$ cat config.mk
export PLATFORM = sky130hd
export DESIGN_NAME = pdr_unit
export DESIGN_NICKNAME = d
export VERILOG_FILES = /design/src/shared/pdr_pkg.sv /design/src/shared/pdr_set_if.sv /design/src/design/pdr_unit.sv /design/src/design/pdr_desc_set.sv
export SDC_FILE = /design/constraint.sdc
export NUM_CORES = 1
export LEC_CHECK = 0
export BUFFER_PORTS_ARGS = -buffer_cell sky130_fd_sc_hd__buf_2
export CORE_ASPECT_RATIO = 0.75
export CORE_MARGIN = 2
export CORE_UTILIZATION = 55
export CTS_CLUSTER_DIAMETER = 150
export CTS_CLUSTER_SIZE = 14
export DETAILED_ROUTE_END_ITERATION = 16
export PLACE_DENSITY = 0.76
export SETUP_SLACK_MARGIN = 0.2
export SYNTH_ARGS = -nofsm -noshare
export SYNTH_HDL_FRONTEND = slang
export SYNTH_HIERARCHICAL = 1
export SYNTH_SLANG_ARGS = --single-unit
$ cat constraint.sdc
create_clock -name clk_sys -period 3.9 [get_ports clk_sys]
set_input_delay 1.17 -clock clk_sys [delete_from_list [all_inputs] [get_ports clk_sys]]
set_output_delay 1.17 -clock clk_sys [all_outputs]
set_load 0.02 [all_outputs]
$ cat src/shared/pdr_pkg.sv
// constants and types shared by the page descriptor unit
package pdr_pkg;
    localparam int NUM_SETS = 3;
    localparam int DESC_PER_SET = 16;
    // register port map
    localparam logic [7:0] ADDR_DESC_LAST = 8'h5F;
    localparam logic [7:0] ADDR_CTRL = 8'h60;
    localparam logic [7:0] ADDR_STATUS = 8'h61;
    localparam int ADDR_MODE_LSB = 5;
    localparam int ADDR_BASE_BIT = 4;
    localparam int CTRL_RELOC_BIT = 0;
    localparam logic CTRL_RELOC_RESET = 1'b0;
    // descriptor word layout
    localparam int PLF_LSB = 8;
    localparam int PLF_MSB = 14;
    localparam int ATTENTION_HOLD_FF_BIT = 7;
    localparam int WRTN_BIT = 6;
    localparam int ED_BIT = 3;
    localparam int ACF_MSB = 2;
    localparam int ACF_LSB = 0;
    localparam logic [15:0] FIELD_MASK = 16'h7F0F;
    // access keys that raise a memory management trap
    localparam logic [2:0] KEY_TRAP_READ = 3'h1;
    localparam logic [2:0] KEY_TRAP_ANY = 3'h4;
    localparam logic [2:0] KEY_TRAP_WRITE = 3'h5;
    // processor mode codes and one-hot space bits
    localparam logic [1:0] MODE_KERNEL = 2'h0;
    localparam logic [1:0] MODE_SUPER = 2'h1;
    localparam logic [1:0] MODE_USER = 2'h3;
    localparam logic [2:0] SPACE_KERNEL = 3'h1;
    localparam logic [2:0] SPACE_SUPER = 3'h2;
    localparam logic [2:0] SPACE_USER = 3'h4;
    typedef enum logic [2:0] {
        SEL_PROGRAM_PHYSICAL_VIEW = 3'h0,
        SEL_CONSOLE_PHYSICAL_VIEW = 3'h1,
        SEL_KERNEL_I = 3'h2,
        SEL_KERNEL_D = 3'h3,
        SEL_SUPER_I = 3'h4,
        SEL_SUPER_D = 3'h5,
        SEL_USER_I = 3'h6,
        SEL_USER_D = 3'h7
    } pdr_display_sel_t;
endpackage : pdr_pkg

$ cat src/shared/pdr_set_if.sv
// link between the unit and one descriptor set
`timescale 1ns/100ps
interface pdr_set_if;
    logic chipSel;
    logic [3:0] regIdx;
    logic fieldWrite;
    logic [15:0] fieldData;
    logic flagWrite;
    logic [1:0] flagData;
    logic [15:0] readData;
    modport unit (output chipSel, regIdx, fieldWrite, fieldData, flagWrite, flagData,
                  input readData);
    modport store (input chipSel, regIdx, fieldWrite, fieldData, flagWrite, flagData,
                   output readData);
endinterface : pdr_set_if

$ cat src/design/pdr_unit.sv
// page descriptor storage, flag upkeep, relocation and console address display
`timescale 1ns/100ps
// Summary of operation
// - three descriptor sets, kernel, supervisor, user, each sixteen 16-bit registers
// - descriptor holds page length, attention, written, growth direction, access key
// - exactly one set enabled; unselected sets do not disturb shared outputs
// - set chosen by its descriptor address, its base address, or space control
// - qualified write loads length, direction and key from data bits 14:8, 3:0
// - flag store has own strobe: relocated non-internal access or table write
// - attention flag set when a trap condition arises on that page
// - written flag set when a write cycle touches that page
// - stored flags loaded into holding flip-flops at bus cycle T5
// - at pause T4 holding flags written back, ORed with new events
// - no flag is set on an aborted access or internal register access
// - table write forces flag data low, clearing both flags
// - read mux gives page base when address bit 4 high, else descriptor
// - adder sums block number bits 12:6 with 12-bit page base
// - relocation on drives adder result; off passes virtual bits 15:6
// - relocation off sets physical bits 17:16 only for the I/O page
// - console display bits 5:0 always virtual bits 5:0
// - display bits 15:6 chosen by relocation state and selector position
// - display bits 17:16 from relocation, selector, switches and I/O flag
// - console selector decoded with control ROM bit sets space flip-flops
// - trap on read with key 1, write with key 5, any access key 4
// - full physical address is physAddr 17:6, relocated or passed through, plus virtual 5:0
module pdr_unit
    import pdr_pkg::*;
(
    // clock and reset
    input wire logic clk_sys,
    input wire logic rst_n,
    // register port
    input wire logic [7:0] regAddr,
    input wire logic [15:0] regWdata,
    input wire logic regWrite,
    input wire logic regRead,
    output logic [15:0] regRdata,
    // processor address and cycle timing
    input wire logic [15:0] virtualAddressBus,
    input wire logic [11:0] pageBaseField,
    input wire logic busT5,
    input wire logic pauseT4,
    input wire logic writeCycle,
    input wire logic abortCond,
    input wire logic internalRef,
    input wire logic [1:0] procMode,
    input wire logic procDataSpace,
    input wire logic controlRomConsoleBit,
    // console pins
    input wire logic [2:0] displaySelectorCode,
    input wire logic [1:0] consoleSwitchHigh,
    // address and status outputs
    output logic [17:6] physAddr,
    output logic [17:0] physAddrFull,
    output logic ioPageFlag,
    output logic memMgmtTrap,
    output logic [2:0] spaceSelect,
    output logic dataSpace,
    output logic [17:0] consoleDisplayAddress
);
    logic relocEnable;
    logic relocationOn_n;
    logic [2:0] selMeta;
    pdr_display_sel_t selSync;
    logic [1:0] switchMeta;
    logic [1:0] switchSync;
    logic [1:0] regMode;
    logic regInDesc;
    logic regHit;
    logic baseSelect;
    logic [3:0] descIdx;
    logic [2:0] chipSel;
    logic [15:0] descOut [NUM_SETS];
    logic [15:0] selDesc;
    logic [2:0] accessKey;
    logic trapNow;
    logic attentionHold;
    logic writtenHold;
    logic trapHold;
    logic relocAccess;
    logic flagStoreWrite_n;
    logic [1:0] flagData;
    logic [11:0] adderSum;

    pdr_set_if setBus [NUM_SETS] ();

    assign relocationOn_n = !relocEnable;
    assign relocAccess = !relocationOn_n && !internalRef;

    // console pins are asynchronous to the processor clock
    always_ff @(posedge clk_sys) begin
        if (!rst_n) begin
            selMeta <= 3'h0;
            selSync <= SEL_PROGRAM_PHYSICAL_VIEW;
            switchMeta <= 2'h0;
            switchSync <= 2'h0;
        end else begin
            selMeta <= displaySelectorCode;
            selSync <= pdr_display_sel_t'(selMeta);
            switchMeta <= consoleSwitchHigh;
            switchSync <= switchMeta;
        end
    end

    // space control: console positions other than the two physical views win while the control ROM grants it
    always_ff @(posedge clk_sys) begin
        if (!rst_n) begin
            spaceSelect <= SPACE_KERNEL;
            dataSpace <= 1'b0;
        end else if (controlRomConsoleBit && selSync != SEL_PROGRAM_PHYSICAL_VIEW
                     && selSync != SEL_CONSOLE_PHYSICAL_VIEW) begin
            dataSpace <= selSync[0];
            case (selSync)
                SEL_KERNEL_I, SEL_KERNEL_D: begin
                    spaceSelect <= SPACE_KERNEL;
                end
                SEL_SUPER_I, SEL_SUPER_D: begin
                    spaceSelect <= SPACE_SUPER;
                end
                default: begin
                    spaceSelect <= SPACE_USER;
                end
            endcase
        end else begin
            dataSpace <= procDataSpace;
            case (procMode)
                MODE_KERNEL: begin
                    spaceSelect <= SPACE_KERNEL;
                end
                MODE_SUPER: begin
                    spaceSelect <= SPACE_SUPER;
                end
                default: begin
                    spaceSelect <= SPACE_USER;
                end
            endcase
        end
    end

    // register decode: [6:5] mode, [4] base or descriptor, [3:0] index
    assign regMode = regAddr[ADDR_MODE_LSB +: 2];
    assign regInDesc = regAddr <= ADDR_DESC_LAST;
    assign regHit = (regWrite || regRead) && regInDesc;
    assign baseSelect = regAddr[ADDR_BASE_BIT];

    // a table access outranks the space signals for that cycle
    always_comb begin
        if (regHit) begin
            chipSel = 3'h1 << regMode;
            descIdx = regAddr[3:0];
        end else begin
            chipSel = spaceSelect;
            descIdx = {dataSpace, virtualAddressBus[15:13]};
        end
    end

    // flag data is forced low for any table write, so writes clear flags
    always_comb begin
        if (regWrite && regHit) begin
            flagStoreWrite_n = 1'b0;
            flagData = 2'h0;
        end else if (pauseT4 && relocAccess) begin
            flagStoreWrite_n = 1'b0;
            flagData = {attentionHold | (trapHold && !abortCond),
                        writtenHold | (writeCycle && !abortCond)};
        end else begin
            flagStoreWrite_n = 1'b1;
            flagData = 2'h0;
        end
    end

    for (genvar g = 0; g < NUM_SETS; g++) begin : g_set
        assign setBus[g].chipSel = chipSel[g];
        assign setBus[g].regIdx = descIdx;
        assign setBus[g].fieldWrite = regWrite && regHit && !baseSelect;
        assign setBus[g].fieldData = regWdata;
        assign setBus[g].flagWrite = !flagStoreWrite_n;
        assign setBus[g].flagData = flagData;
        assign descOut[g] = setBus[g].readData;
        pdr_desc_set u_set (
            .clk_sys (clk_sys),
            .rst_n (rst_n),
            .bus (setBus[g].store)
        );
    end

    // sets are wire-ORed; only the enabled one is non-zero
    always_comb begin
        selDesc = 16'h0000;
        for (int s = 0; s < NUM_SETS; s++) begin
            selDesc = selDesc | descOut[s];
        end
    end

    assign accessKey = selDesc[ACF_MSB:ACF_LSB];
    assign trapNow = (accessKey == KEY_TRAP_ANY)
                   || (accessKey == KEY_TRAP_READ && !writeCycle)
                   || (accessKey == KEY_TRAP_WRITE && writeCycle);

    // holding flip-flops keep flags already set across the cycle
    always_ff @(posedge clk_sys) begin
        if (!rst_n) begin
            attentionHold <= 1'b0;
            writtenHold <= 1'b0;
            trapHold <= 1'b0;
        end else if (busT5 && relocAccess && !regHit) begin
            attentionHold <= selDesc[ATTENTION_HOLD_FF_BIT];
            writtenHold <= selDesc[WRTN_BIT];
            trapHold <= trapNow;
        end
    end
    assign memMgmtTrap = trapHold;

    // relocation path stays combinational so it settles within the cycle
    assign adderSum = pageBaseField + {5'h00, virtualAddressBus[12:6]};
    assign ioPageFlag = &virtualAddressBus[15:13];
    always_comb begin
        if (!relocationOn_n) begin
            physAddr = adderSum;
        end else begin
            physAddr = {{2{ioPageFlag}}, virtualAddressBus[15:6]};
        end
    end
    assign physAddrFull = {physAddr, virtualAddressBus[5:0]};

    // program physical shows whatever the bus carries, relocated or not
    always_ff @(posedge clk_sys) begin
        if (!rst_n) begin
            consoleDisplayAddress <= 18'h00000;
        end else begin
            consoleDisplayAddress[5:0] <= virtualAddressBus[5:0];
            case (selSync)
                SEL_PROGRAM_PHYSICAL_VIEW: begin
                    consoleDisplayAddress[17:6] <= physAddr;
                end
                SEL_CONSOLE_PHYSICAL_VIEW: begin
                    consoleDisplayAddress[17:6] <= {switchSync,
                                                    virtualAddressBus[15:6]};
                end
                default: begin
                    consoleDisplayAddress[17:6] <= {2'h0,
                                                    virtualAddressBus[15:6]};
                end
            endcase
        end
    end

    always_ff @(posedge clk_sys) begin
        if (!rst_n) begin
            relocEnable <= CTRL_RELOC_RESET;
        end else if (regWrite && regAddr == ADDR_CTRL) begin
            relocEnable <= regWdata[CTRL_RELOC_BIT];
        end
    end

    // read data stands only in the cycle after the strobe
    always_ff @(posedge clk_sys) begin
        if (!rst_n) begin
            regRdata <= 16'h0000;
        end else if (!regRead) begin
            regRdata <= 16'h0000;
        end else if (regInDesc) begin
            regRdata <= baseSelect ? {4'h0, pageBaseField} : selDesc;
        end else if (regAddr == ADDR_CTRL) begin
            regRdata <= {15'h0000, relocEnable};
        end else if (regAddr == ADDR_STATUS) begin
            regRdata <= {8'h00, spaceSelect, dataSpace, 1'b0, trapHold,
                         attentionHold, writtenHold};
        end else begin
            regRdata <= 16'h0000;
        end
    end

    a_one_set_enabled: assert property (@(posedge clk_sys) disable iff (!rst_n)
        $onehot(chipSel))
        else $error("descriptor set enable not one-hot");

    a_reg_selects_set: assert property (@(posedge clk_sys) disable iff (!rst_n)
        regHit |-> chipSel[regMode])
        else $error("table access did not select its set");

    a_reloc_adder: assert property (@(posedge clk_sys) disable iff (!rst_n)
        !relocationOn_n |-> physAddr == pageBaseField + {5'h00, virtualAddressBus[12:6]})
        else $error("relocated address wrong");

    a_io_page_pass: assert property (@(posedge clk_sys) disable iff (!rst_n)
        relocationOn_n |-> physAddr == {{2{&virtualAddressBus[15:13]}},
                                        virtualAddressBus[15:6]})
        else $error("unrelocated address wrong");

    a_display_low: assert property (@(posedge clk_sys) disable iff (!rst_n)
        ##1 consoleDisplayAddress[5:0] == $past(virtualAddressBus[5:0]))
        else $error("display low bits not virtual");

    a_hold_capture: assert property (@(posedge clk_sys) disable iff (!rst_n)
        busT5 && relocAccess && !regHit |=> attentionHold == $past(selDesc[ATTENTION_HOLD_FF_BIT])
            && writtenHold == $past(selDesc[WRTN_BIT]))
        else $error("holding flags not captured at T5");

    a_write_clears: assert property (@(posedge clk_sys) disable iff (!rst_n)
        regWrite && regHit |-> !flagStoreWrite_n && flagData == 2'h0)
        else $error("table write did not clear flags");

    a_abort_no_set: assert property (@(posedge clk_sys) disable iff (!rst_n)
        pauseT4 && relocAccess && abortCond && !(regWrite && regHit)
            |-> flagData == {attentionHold, writtenHold})
        else $error("flag set on aborted access");

    a_written_set: assert property (@(posedge clk_sys) disable iff (!rst_n)
        pauseT4 && relocAccess && writeCycle && !abortCond && !(regWrite && regHit)
            |-> flagData[0] && !flagStoreWrite_n)
        else $error("written flag not set");

    a_trap_any_key: assert property (@(posedge clk_sys) disable iff (!rst_n)
        busT5 && relocAccess && !regHit && accessKey == KEY_TRAP_ANY |=> memMgmtTrap)
        else $error("key 4 did not trap");

    a_trap_read_key: assert property (@(posedge clk_sys) disable iff (!rst_n)
        busT5 && relocAccess && !regHit && accessKey == KEY_TRAP_READ && !writeCycle
            |=> memMgmtTrap)
        else $error("key 1 read did not trap");

    a_trap_write_key: assert property (@(posedge clk_sys) disable iff (!rst_n)
        busT5 && relocAccess && !regHit && accessKey == KEY_TRAP_WRITE && writeCycle
            |=> memMgmtTrap)
        else $error("key 5 write did not trap");

    a_attention_set: assert property (@(posedge clk_sys) disable iff (!rst_n)
        pauseT4 && relocAccess && trapHold && !abortCond && !(regWrite && regHit)
            |-> flagData[1] && !flagStoreWrite_n)
        else $error("attention flag not set");

    a_hold_written_back: assert property (@(posedge clk_sys) disable iff (!rst_n)
        pauseT4 && relocAccess && !(regWrite && regHit)
            |-> !flagStoreWrite_n && (flagData & {attentionHold, writtenHold})
                == {attentionHold, writtenHold})
        else $error("held flags lost at write-back");

    a_base_read: assert property (@(posedge clk_sys) disable iff (!rst_n)
        regRead && regInDesc && baseSelect |=> regRdata == {4'h0, $past(pageBaseField)})
        else $error("page base not returned on base read");

    a_console_switches: assert property (@(posedge clk_sys) disable iff (!rst_n)
        selSync == SEL_CONSOLE_PHYSICAL_VIEW |=> consoleDisplayAddress[17:16] == $past(switchSync))
        else $error("display high bits not from switches");

    a_console_user: assert property (@(posedge clk_sys) disable iff (!rst_n)
        controlRomConsoleBit && (selSync == SEL_USER_I || selSync == SEL_USER_D)
            |=> spaceSelect == SPACE_USER && dataSpace == $past(selSync[0]))
        else $error("console user position did not set space");
endmodule : pdr_unit

$ cat src/design/pdr_desc_set.sv
// one mode's set of sixteen page descriptors
`timescale 1ns/100ps
module pdr_desc_set
    import pdr_pkg::*;
(
    // clock and reset
    input wire logic clk_sys,
    input wire logic rst_n,
    // unit side
    pdr_set_if.store bus
);
    logic [15:0] fieldMem [DESC_PER_SET];
    logic [1:0] flagMem [DESC_PER_SET];
    logic [15:0] word;

    // fields are plain storage; only the flags need a known start
    always_ff @(posedge clk_sys) begin
        if (bus.chipSel && bus.fieldWrite) begin
            fieldMem[bus.regIdx] <= bus.fieldData & FIELD_MASK;
        end
    end

    // flag bits sit in their own store with a separate strobe
    always_ff @(posedge clk_sys) begin
        if (!rst_n) begin
            for (int i = 0; i < DESC_PER_SET; i++) begin
                flagMem[i] <= 2'h0;
            end
        end else if (bus.chipSel && bus.flagWrite) begin
            flagMem[bus.regIdx] <= bus.flagData;
        end
    end

    always_comb begin
        word = fieldMem[bus.regIdx];
        word[ATTENTION_HOLD_FF_BIT] = flagMem[bus.regIdx][1];
        word[WRTN_BIT] = flagMem[bus.regIdx][0];
    end

    // a deselected set drives zero so the shared lines stay clean
    assign bus.readData = bus.chipSel ? word : 16'h0000;
endmodule : pdr_desc_set

==> results of run 1 <==
==> report_power, final <==
part / switching, mW / internal (mW)
Combinational: 0.972 / 0.722
Clock: 2.43 / 2.55
Sequential: 0.0247 / 7.97
Total: 3.43 / 11.2
==> placed cells by master (no fill, tap or decap), types with 13 or more instances in the layout <==
master	instances
and3_1	101
nand2_1	245
buf_4	238
edfxtp_1	624
nor2b_1	19
buf_12	21
nand2b_1	13
clkbuf_16	55
nor3_2	15
clkbuf_1	22
a21oi_1	18
nand4_1	42
mux4_2	114
mux2i_1	88
o211ai_1	37
nand3_1	15
a32oi_1	36
buf_2	107
and2_1	27
nor3_1	13
nor2_1	71
dfxtp_1	52
buf_6	27
o21ai_0	17
==> layout make-up <==
cell class                 instances  share of cell area
clock buffer                      76              0.0427
antenna                            1           0.0000746
inverter                           7            0.000783
multi-input combinational        990               0.244
tap                              703              0.0262
sequential                       676               0.589
timing repair buffer             398              0.0942
clock inverter                     4             0.00209
==> critical path: stages <==
cell and delay [ns]:
buf_8 0.10, ha_4 0.25, a211oi_2 0.06, buf_4 0.16
o311ai_4 0.32, nand4_1 0.19, xor2_2 0.19, buf_4 0.15
a21oi_4 0.15, buf_6 0.15
==> per-layer routing <==
layer,global-route usage,routed length [µm]
met3,0.0568,7730
met2,0.410,33100
met5,0,0
met1,0.372,27800
met4,0.0941,2430
==> worst max-delay path by stage <==
stage / startpoint / end / slack, ns / depth (start not counted)
after floorplan: virtualAddressBus[6] / physAddrFull[14] / -0.13 / 9
after global routing: virtualAddressBus[7] / physAddr[15] / -0.23 / 10
after global placement: regAddr[5] / regRdata[9]$_SDFF_PN0_ / -0.40 / 15
after detailed placement: regAddr[5] / regRdata[9]$_SDFF_PN0_ / -0.49 / 15
final: virtualAddressBus[7] / physAddrFull[15] / -0.17 / 10
after CTS: pageBaseField[0] / physAddr[14] / -0.13 / 10
==> per-stage QoR <==
stage          hold WS, ns  cells   util
2_1_floorplan        0.412   1820      -
3_3_place_gp         0.417   2748  0.609
3_5_place_dp         0.427   2748  0.609
4_1_cts              0.443   2834  0.643
5_1_grt              0.453   2855  0.652
6_report             0.437   2855  0.652
==> registers in the layout, indices dropped and copies added, names as in the netlist, 2 cells and up <==
signal,flops
g_set.u_set/fieldMem,528
g_set.u_set/flagMem,96
consoleDisplayAddress,18
regRdata,16
selMeta,3
selSync,3
spaceSelect,3
switchMeta,2
switchSync,2
==> repair_timing <==
item,CTS,global route
cloned,1,2
buffers inserted,5,18
pin swaps,15,28
gates resized for setup,43,59
setup endpoints to repair,20,34
endpoints found under the hold margin,0,0
==> kinds of logic after synthesis <==
family | Yosys count | share of synthesized area
flip-flops | 676 | 0.693
AND/OR/NAND/NOR | 593 | 0.102
multiplexers | 215 | 0.126
AO/OA/AOI/OAI | 155 | 0.0388
buffers and inverters | 155 | 0.0330
XOR/XNOR | 9 | 0.00276
adder cells (fa/ha/maj) | 8 | 0.00377
other | 3 | 0.000395
==> flow_summary.toml, run 1 <==
[worst_setup_path]
path_class = "in -> out"
rr_worst_depth = 8
cp_data_required_time_ns = 2.73
r2r-start = "relocEnable$_SDFFE_PN0P_"
rr_endpoint = "g_set[2].u_set/flagMem[14][1]$_SDFFCE_PN0P_"
cp-end-kind = "primary output"
worstPathMaxFanout = 3
start_kind = "primary input"
rrSetupSlack_ns = 1.03
crit_arrival_ns = 2.90

[synthesis]
synth_edf_count = 624
synth_top_area_frac = 0.657
yosys.area.top_type = "edfxtp_1"
synth.top_cells.by_count = "edfxtp_1 (624), nand2_1 (249), mux4_2 (114), and3_1 (101), mux2i_1 (90)"
yosys_warnings = 6
syn_avg_cell_area_um2 = 15.7
synthFlopType = "edfxtp_1"
synth_cells = 1814
yosys-top-cells-area = "edfxtp_1 (66%), mux4_2 (9.0%), dfxtp_1 (3.6%)"
yosysUniqueCellTypes = 55
ys_seq_area_frac = 0.693
async_flop_share = 0
synth.most_common_cell = "edfxtp_1"
synth-seq-cells = 676
synthesis.area_um2 = 28500

[clocking]
postCtsHoldBufs = 0
clk_latency_ns = 0.63
numClockSinks = 676
clock_path_buffers = 3
cts_made_buffers = 54
cts_max_level = 2
root_buffer = "clkbuf_16"
cts_tree = "done"
cts.clk_slew.worst_paths_ns = 0.07

[drt]
ant_nets = 0
routed_wirelength_mm = 71.1
drc = 0
drt-pass1-iter-count = 8
initialDrtViolationCount = 2310
vias_per_cell = 6.16
num_vias = 17592
wl_per_cell_um = 24.9

[pwr]
ir_worst_vdd_mv = 0.421
power_mw = 14.7
leakagePower_nw = 12.1
power_density_nw_per_um2 = 437

[finish]
drive_gt1_frac = 0.298
fillCellCount = 3485
synthToLayoutAreaGrowth_pct = 17.6
seqCellArea_um2 = 19800
final_cell_area_um2 = 33600
final_nets = 2205
multiInputGateArea_um2 = 8200

[sta]
drv_slew = 0
min_period_over_period = 1.04
final-setup-viol-count = 18
hold_viol = 0
grt_setup_unrepaired = "true"
clock_skew_ns = 0.0272
tightest_slew_ns = 1.13
tns_ns = -2.11
fin_ws_ns = -0.173
fmax_mhz = 245
slew-limit-headroom = 0.248
fin_crit_ns = 4.07

[run_status]
status = "finished with violations"
violations = "negative setup slack"

[hold_path]
hp-start = "switchMeta[1]$_SDFF_PN0_"
min_path_cells = 1
hold-path-endpoint = "switchSync[1]$_SDFF_PN0_"
holdCritPathClass = "reg -> reg"

[placed_design]
dp_hpwl_mm = 46.8
dp_worst_setup_slack_ns = -0.490
io_buffers = 134
dpl_cell_area_um2 = 31300
gp_congestion = 0.965

[floorplanning]
dieArea_um2 = 53700
core_um2 = 51400
die-width_um = 267
fp-row-count = 72
die_h_um = 201
start_util = 0.555
pin_count = 140

[grt]
grt_util_all_layers = 0.264
antenna_found_initial = 1
grt_pass1_vias = 17236
grt_pass1_wl_mm = 105
gr-total-overflow = 0
grt_max_degree = 50

[job]
drv_cap = 0
Power figures use the tool's default switching activity.
==> run 2: changes to the inputs <==
--- a/config.mk
+++ b/config.mk
@@ -8,11 +8,11 @@
 export BUFFER_PORTS_ARGS = -buffer_cell sky130_fd_sc_hd__buf_2
 export CORE_ASPECT_RATIO = 0.75
 export CORE_MARGIN = 2
-export CORE_UTILIZATION = 55
+export CORE_UTILIZATION = 40
 export CTS_CLUSTER_DIAMETER = 150
 export CTS_CLUSTER_SIZE = 14
 export DETAILED_ROUTE_END_ITERATION = 16
-export PLACE_DENSITY = 0.76
+export HOLD_SLACK_MARGIN = 0.03
 export SETUP_SLACK_MARGIN = 0.2
 export SYNTH_ARGS = -nofsm -noshare
 export SYNTH_HDL_FRONTEND = slang
==> run 2 against run 1 <==
The flow still finishes with violations (negative setup slack). Final cell count grew 9.4%. First-iteration DRC count is 19% lower. Sequential share of layout area fell by 0.56 points. Die area increased by 37%. Core utilization fell by 17 points. Critical endpoint is now physAddr[15]. Fmax down 0.24%. Largest cell class unchanged. Setup slack got worse by 0.0098 ns. Clock power grew 3%. Clock skew grew 0.0022 ns. Via count fell by 2.1%. Critical path depth is the same.
==> flow_summary.toml, run 2 (synthesis gave the netlist of run 1 again) <==
[drt]
drc = 0
vias_per_cell = 5.52
num_vias = 17227
drt-pass1-iter-count = 7
wl_per_cell_um = 23.7
routed_wirelength_mm = 73.9
ant_nets = 0
initialDrtViolationCount = 1880

[worst_setup_path]
max_stage_delay_ns = 0.26
worstPathMaxFanout = 3
crit_arrival_ns = 2.91
slowest_stage = "o311ai_4"
cp_data_required_time_ns = 2.73
start_kind = "primary input"
crit_chain = "buf_6 -> buf_6 -> ha_4 -> a211oi_2 -> buf_4 -> o311ai_4 -> nand4_1 -> xor2_2 -> a21oi_2 -> buf_4"
path_class = "in -> out"
cp-end-kind = "primary output"

[sta]
fin_crit_ns = 4.08
fin_ws_ns = -0.183
drv_slew = 0
slew-limit-headroom = 0.228
clock_skew_ns = 0.0295
hold_ws_ns = 0.437
hold_viol = 0
grt_setup_unrepaired = "true"
tightest_slew_ns = 1.16
fmax_mhz = 245
final-setup-viol-count = 14
min_period_over_period = 1.05
tns_ns = -1.48

[clocking]
cts_made_buffers = 54
root_buffer = "clkbuf_16"
cts_tree = "done"
clk_latency_ns = 0.63
cts.clk_slew.worst_paths_ns = 0.06
postCtsHoldBufs = 0
cts_max_level = 2
clock_path_buffers = 3
numClockSinks = 676

[finish]
diodes = 0
layout_common_cells = "edfxtp_1 (624), nand2_1 (248), buf_4 (245)"
synthToLayoutAreaGrowth_pct = 18.8
top_register = "g_set.u_set/fieldMem"
final_common_cell = "edfxtp_1"
fillCellCount = 5988
drive_gt1_frac = 0.294
final_cell_area_um2 = 33900
largest_register_ffs = 528
top_regs = "g_set.u_set/fieldMem: 528 flops, g_set.u_set/flagMem: 96 flops, consoleDisplayAddress: 18 flops"
final_nets = 2208
instances_no_fill = 3122

[floorplanning]
die-width_um = 312
die_h_um = 235
dieArea_um2 = 73500
start_util = 0.406
fp-row-count = 84
pin_count = 140
core_um2 = 70300

[pwr]
power_mw = 14.9
leakagePower_nw = 12.1
power_density_nw_per_um2 = 439
ir_worst_vdd_mv = 0.288

[grt]
grt_max_degree = 54
antenna_found_initial = 2
gr-total-overflow = 0
grt_pass1_wl_mm = 109
grt_pass1_vias = 17213
grt_util_all_layers = 0.196

[placed_design]
dp_hpwl_mm = 48.6
dpl_cell_area_um2 = 31700
dp.cells = 3002
gp_congestion = 0.924
io_buffers = 134

[hold_path]
holdCritPathClass = "reg -> reg"

[run_status]
status = "finished with violations"
violations = "negative setup slack"

[job]
drv_cap = 0
==> run 2: layer usage <==
| metal | track usage | share of wire |
|---|---|---|
| met4 | 0.0456 | 0.019 |
| met1 | 0.290 | 0.46 |
| met2 | 0.302 | 0.45 |
| met3 | 0.0362 | 0.076 |
| met5 | 0 | 0 |
==> run 2: timing repair <==
action | CTS | global route
setup buffers | 5 | 9
pin swaps | 23 | 16
gates cloned | 0 | 4
setup endpoints to repair | 18 | 31
resized for setup | 63 | 25
==> run 2: worst max-delay path, delay by kind of cell <==
kind | cells | cell delay, ns
xor+xnor | 1 | 0.22
compound gates | 3 | 0.52
buf+inv | 4 | 0.54
fa+ha+maj | 1 | 0.25
simple gates | 1 | 0.21
==> run 2: area by class of cell <==
cell class / instances / area (µm²) / share of cell area
clock buffers: 98 / 1520 / 0.0448
clock inverters: 4 / 45.0 / 0.00133
inverters: 7 / 26.3 / 0.000776
multi-input cells: 991 / 8200 / 0.242
flip-flops and latches: 676 / 19800 / 0.584
well taps: 946 / 1180 / 0.0349
repair buffers: 400 / 3120 / 0.0921
==> run 2: report_power, final <==
part | internal [mW] | total (mW) | switching [mW]
clock | 2.63 | 5.15 | 2.53
combinational | 0.728 | 1.73 | 1.00
sequential | 7.97 | 7.99 | 0.0251
==> run 2: worst paths after layout <==
path	from	to	slack (ns)	cells after the start
setup reg to reg	dataSpace$_SDFF_PN0_	memMgmtTrap$_SDFFE_PN0P_	1.10	10
hold reg to reg	selMeta[1]$_SDFF_PN0_	selSync[1]$_SDFF_PN0_	0.44	1
setup / recovery	virtualAddressBus[7]	physAddr[15]	-0.18	10
hold / removal	selMeta[1]$_SDFF_PN0_	selSync[1]$_SDFF_PN0_	0.44	1
==> run 2: metrics by stage <==
| step | util | worst slack, ns |
|---|---|---|
| global route | 0.482 | -0.227 |
| detailed placement | 0.451 | -0.422 |
| CTS | 0.478 | -0.146 |
| global placement | 0.451 | -0.359 |
| floorplan | - | -0.129 |
| finish | 0.482 | -0.183 |
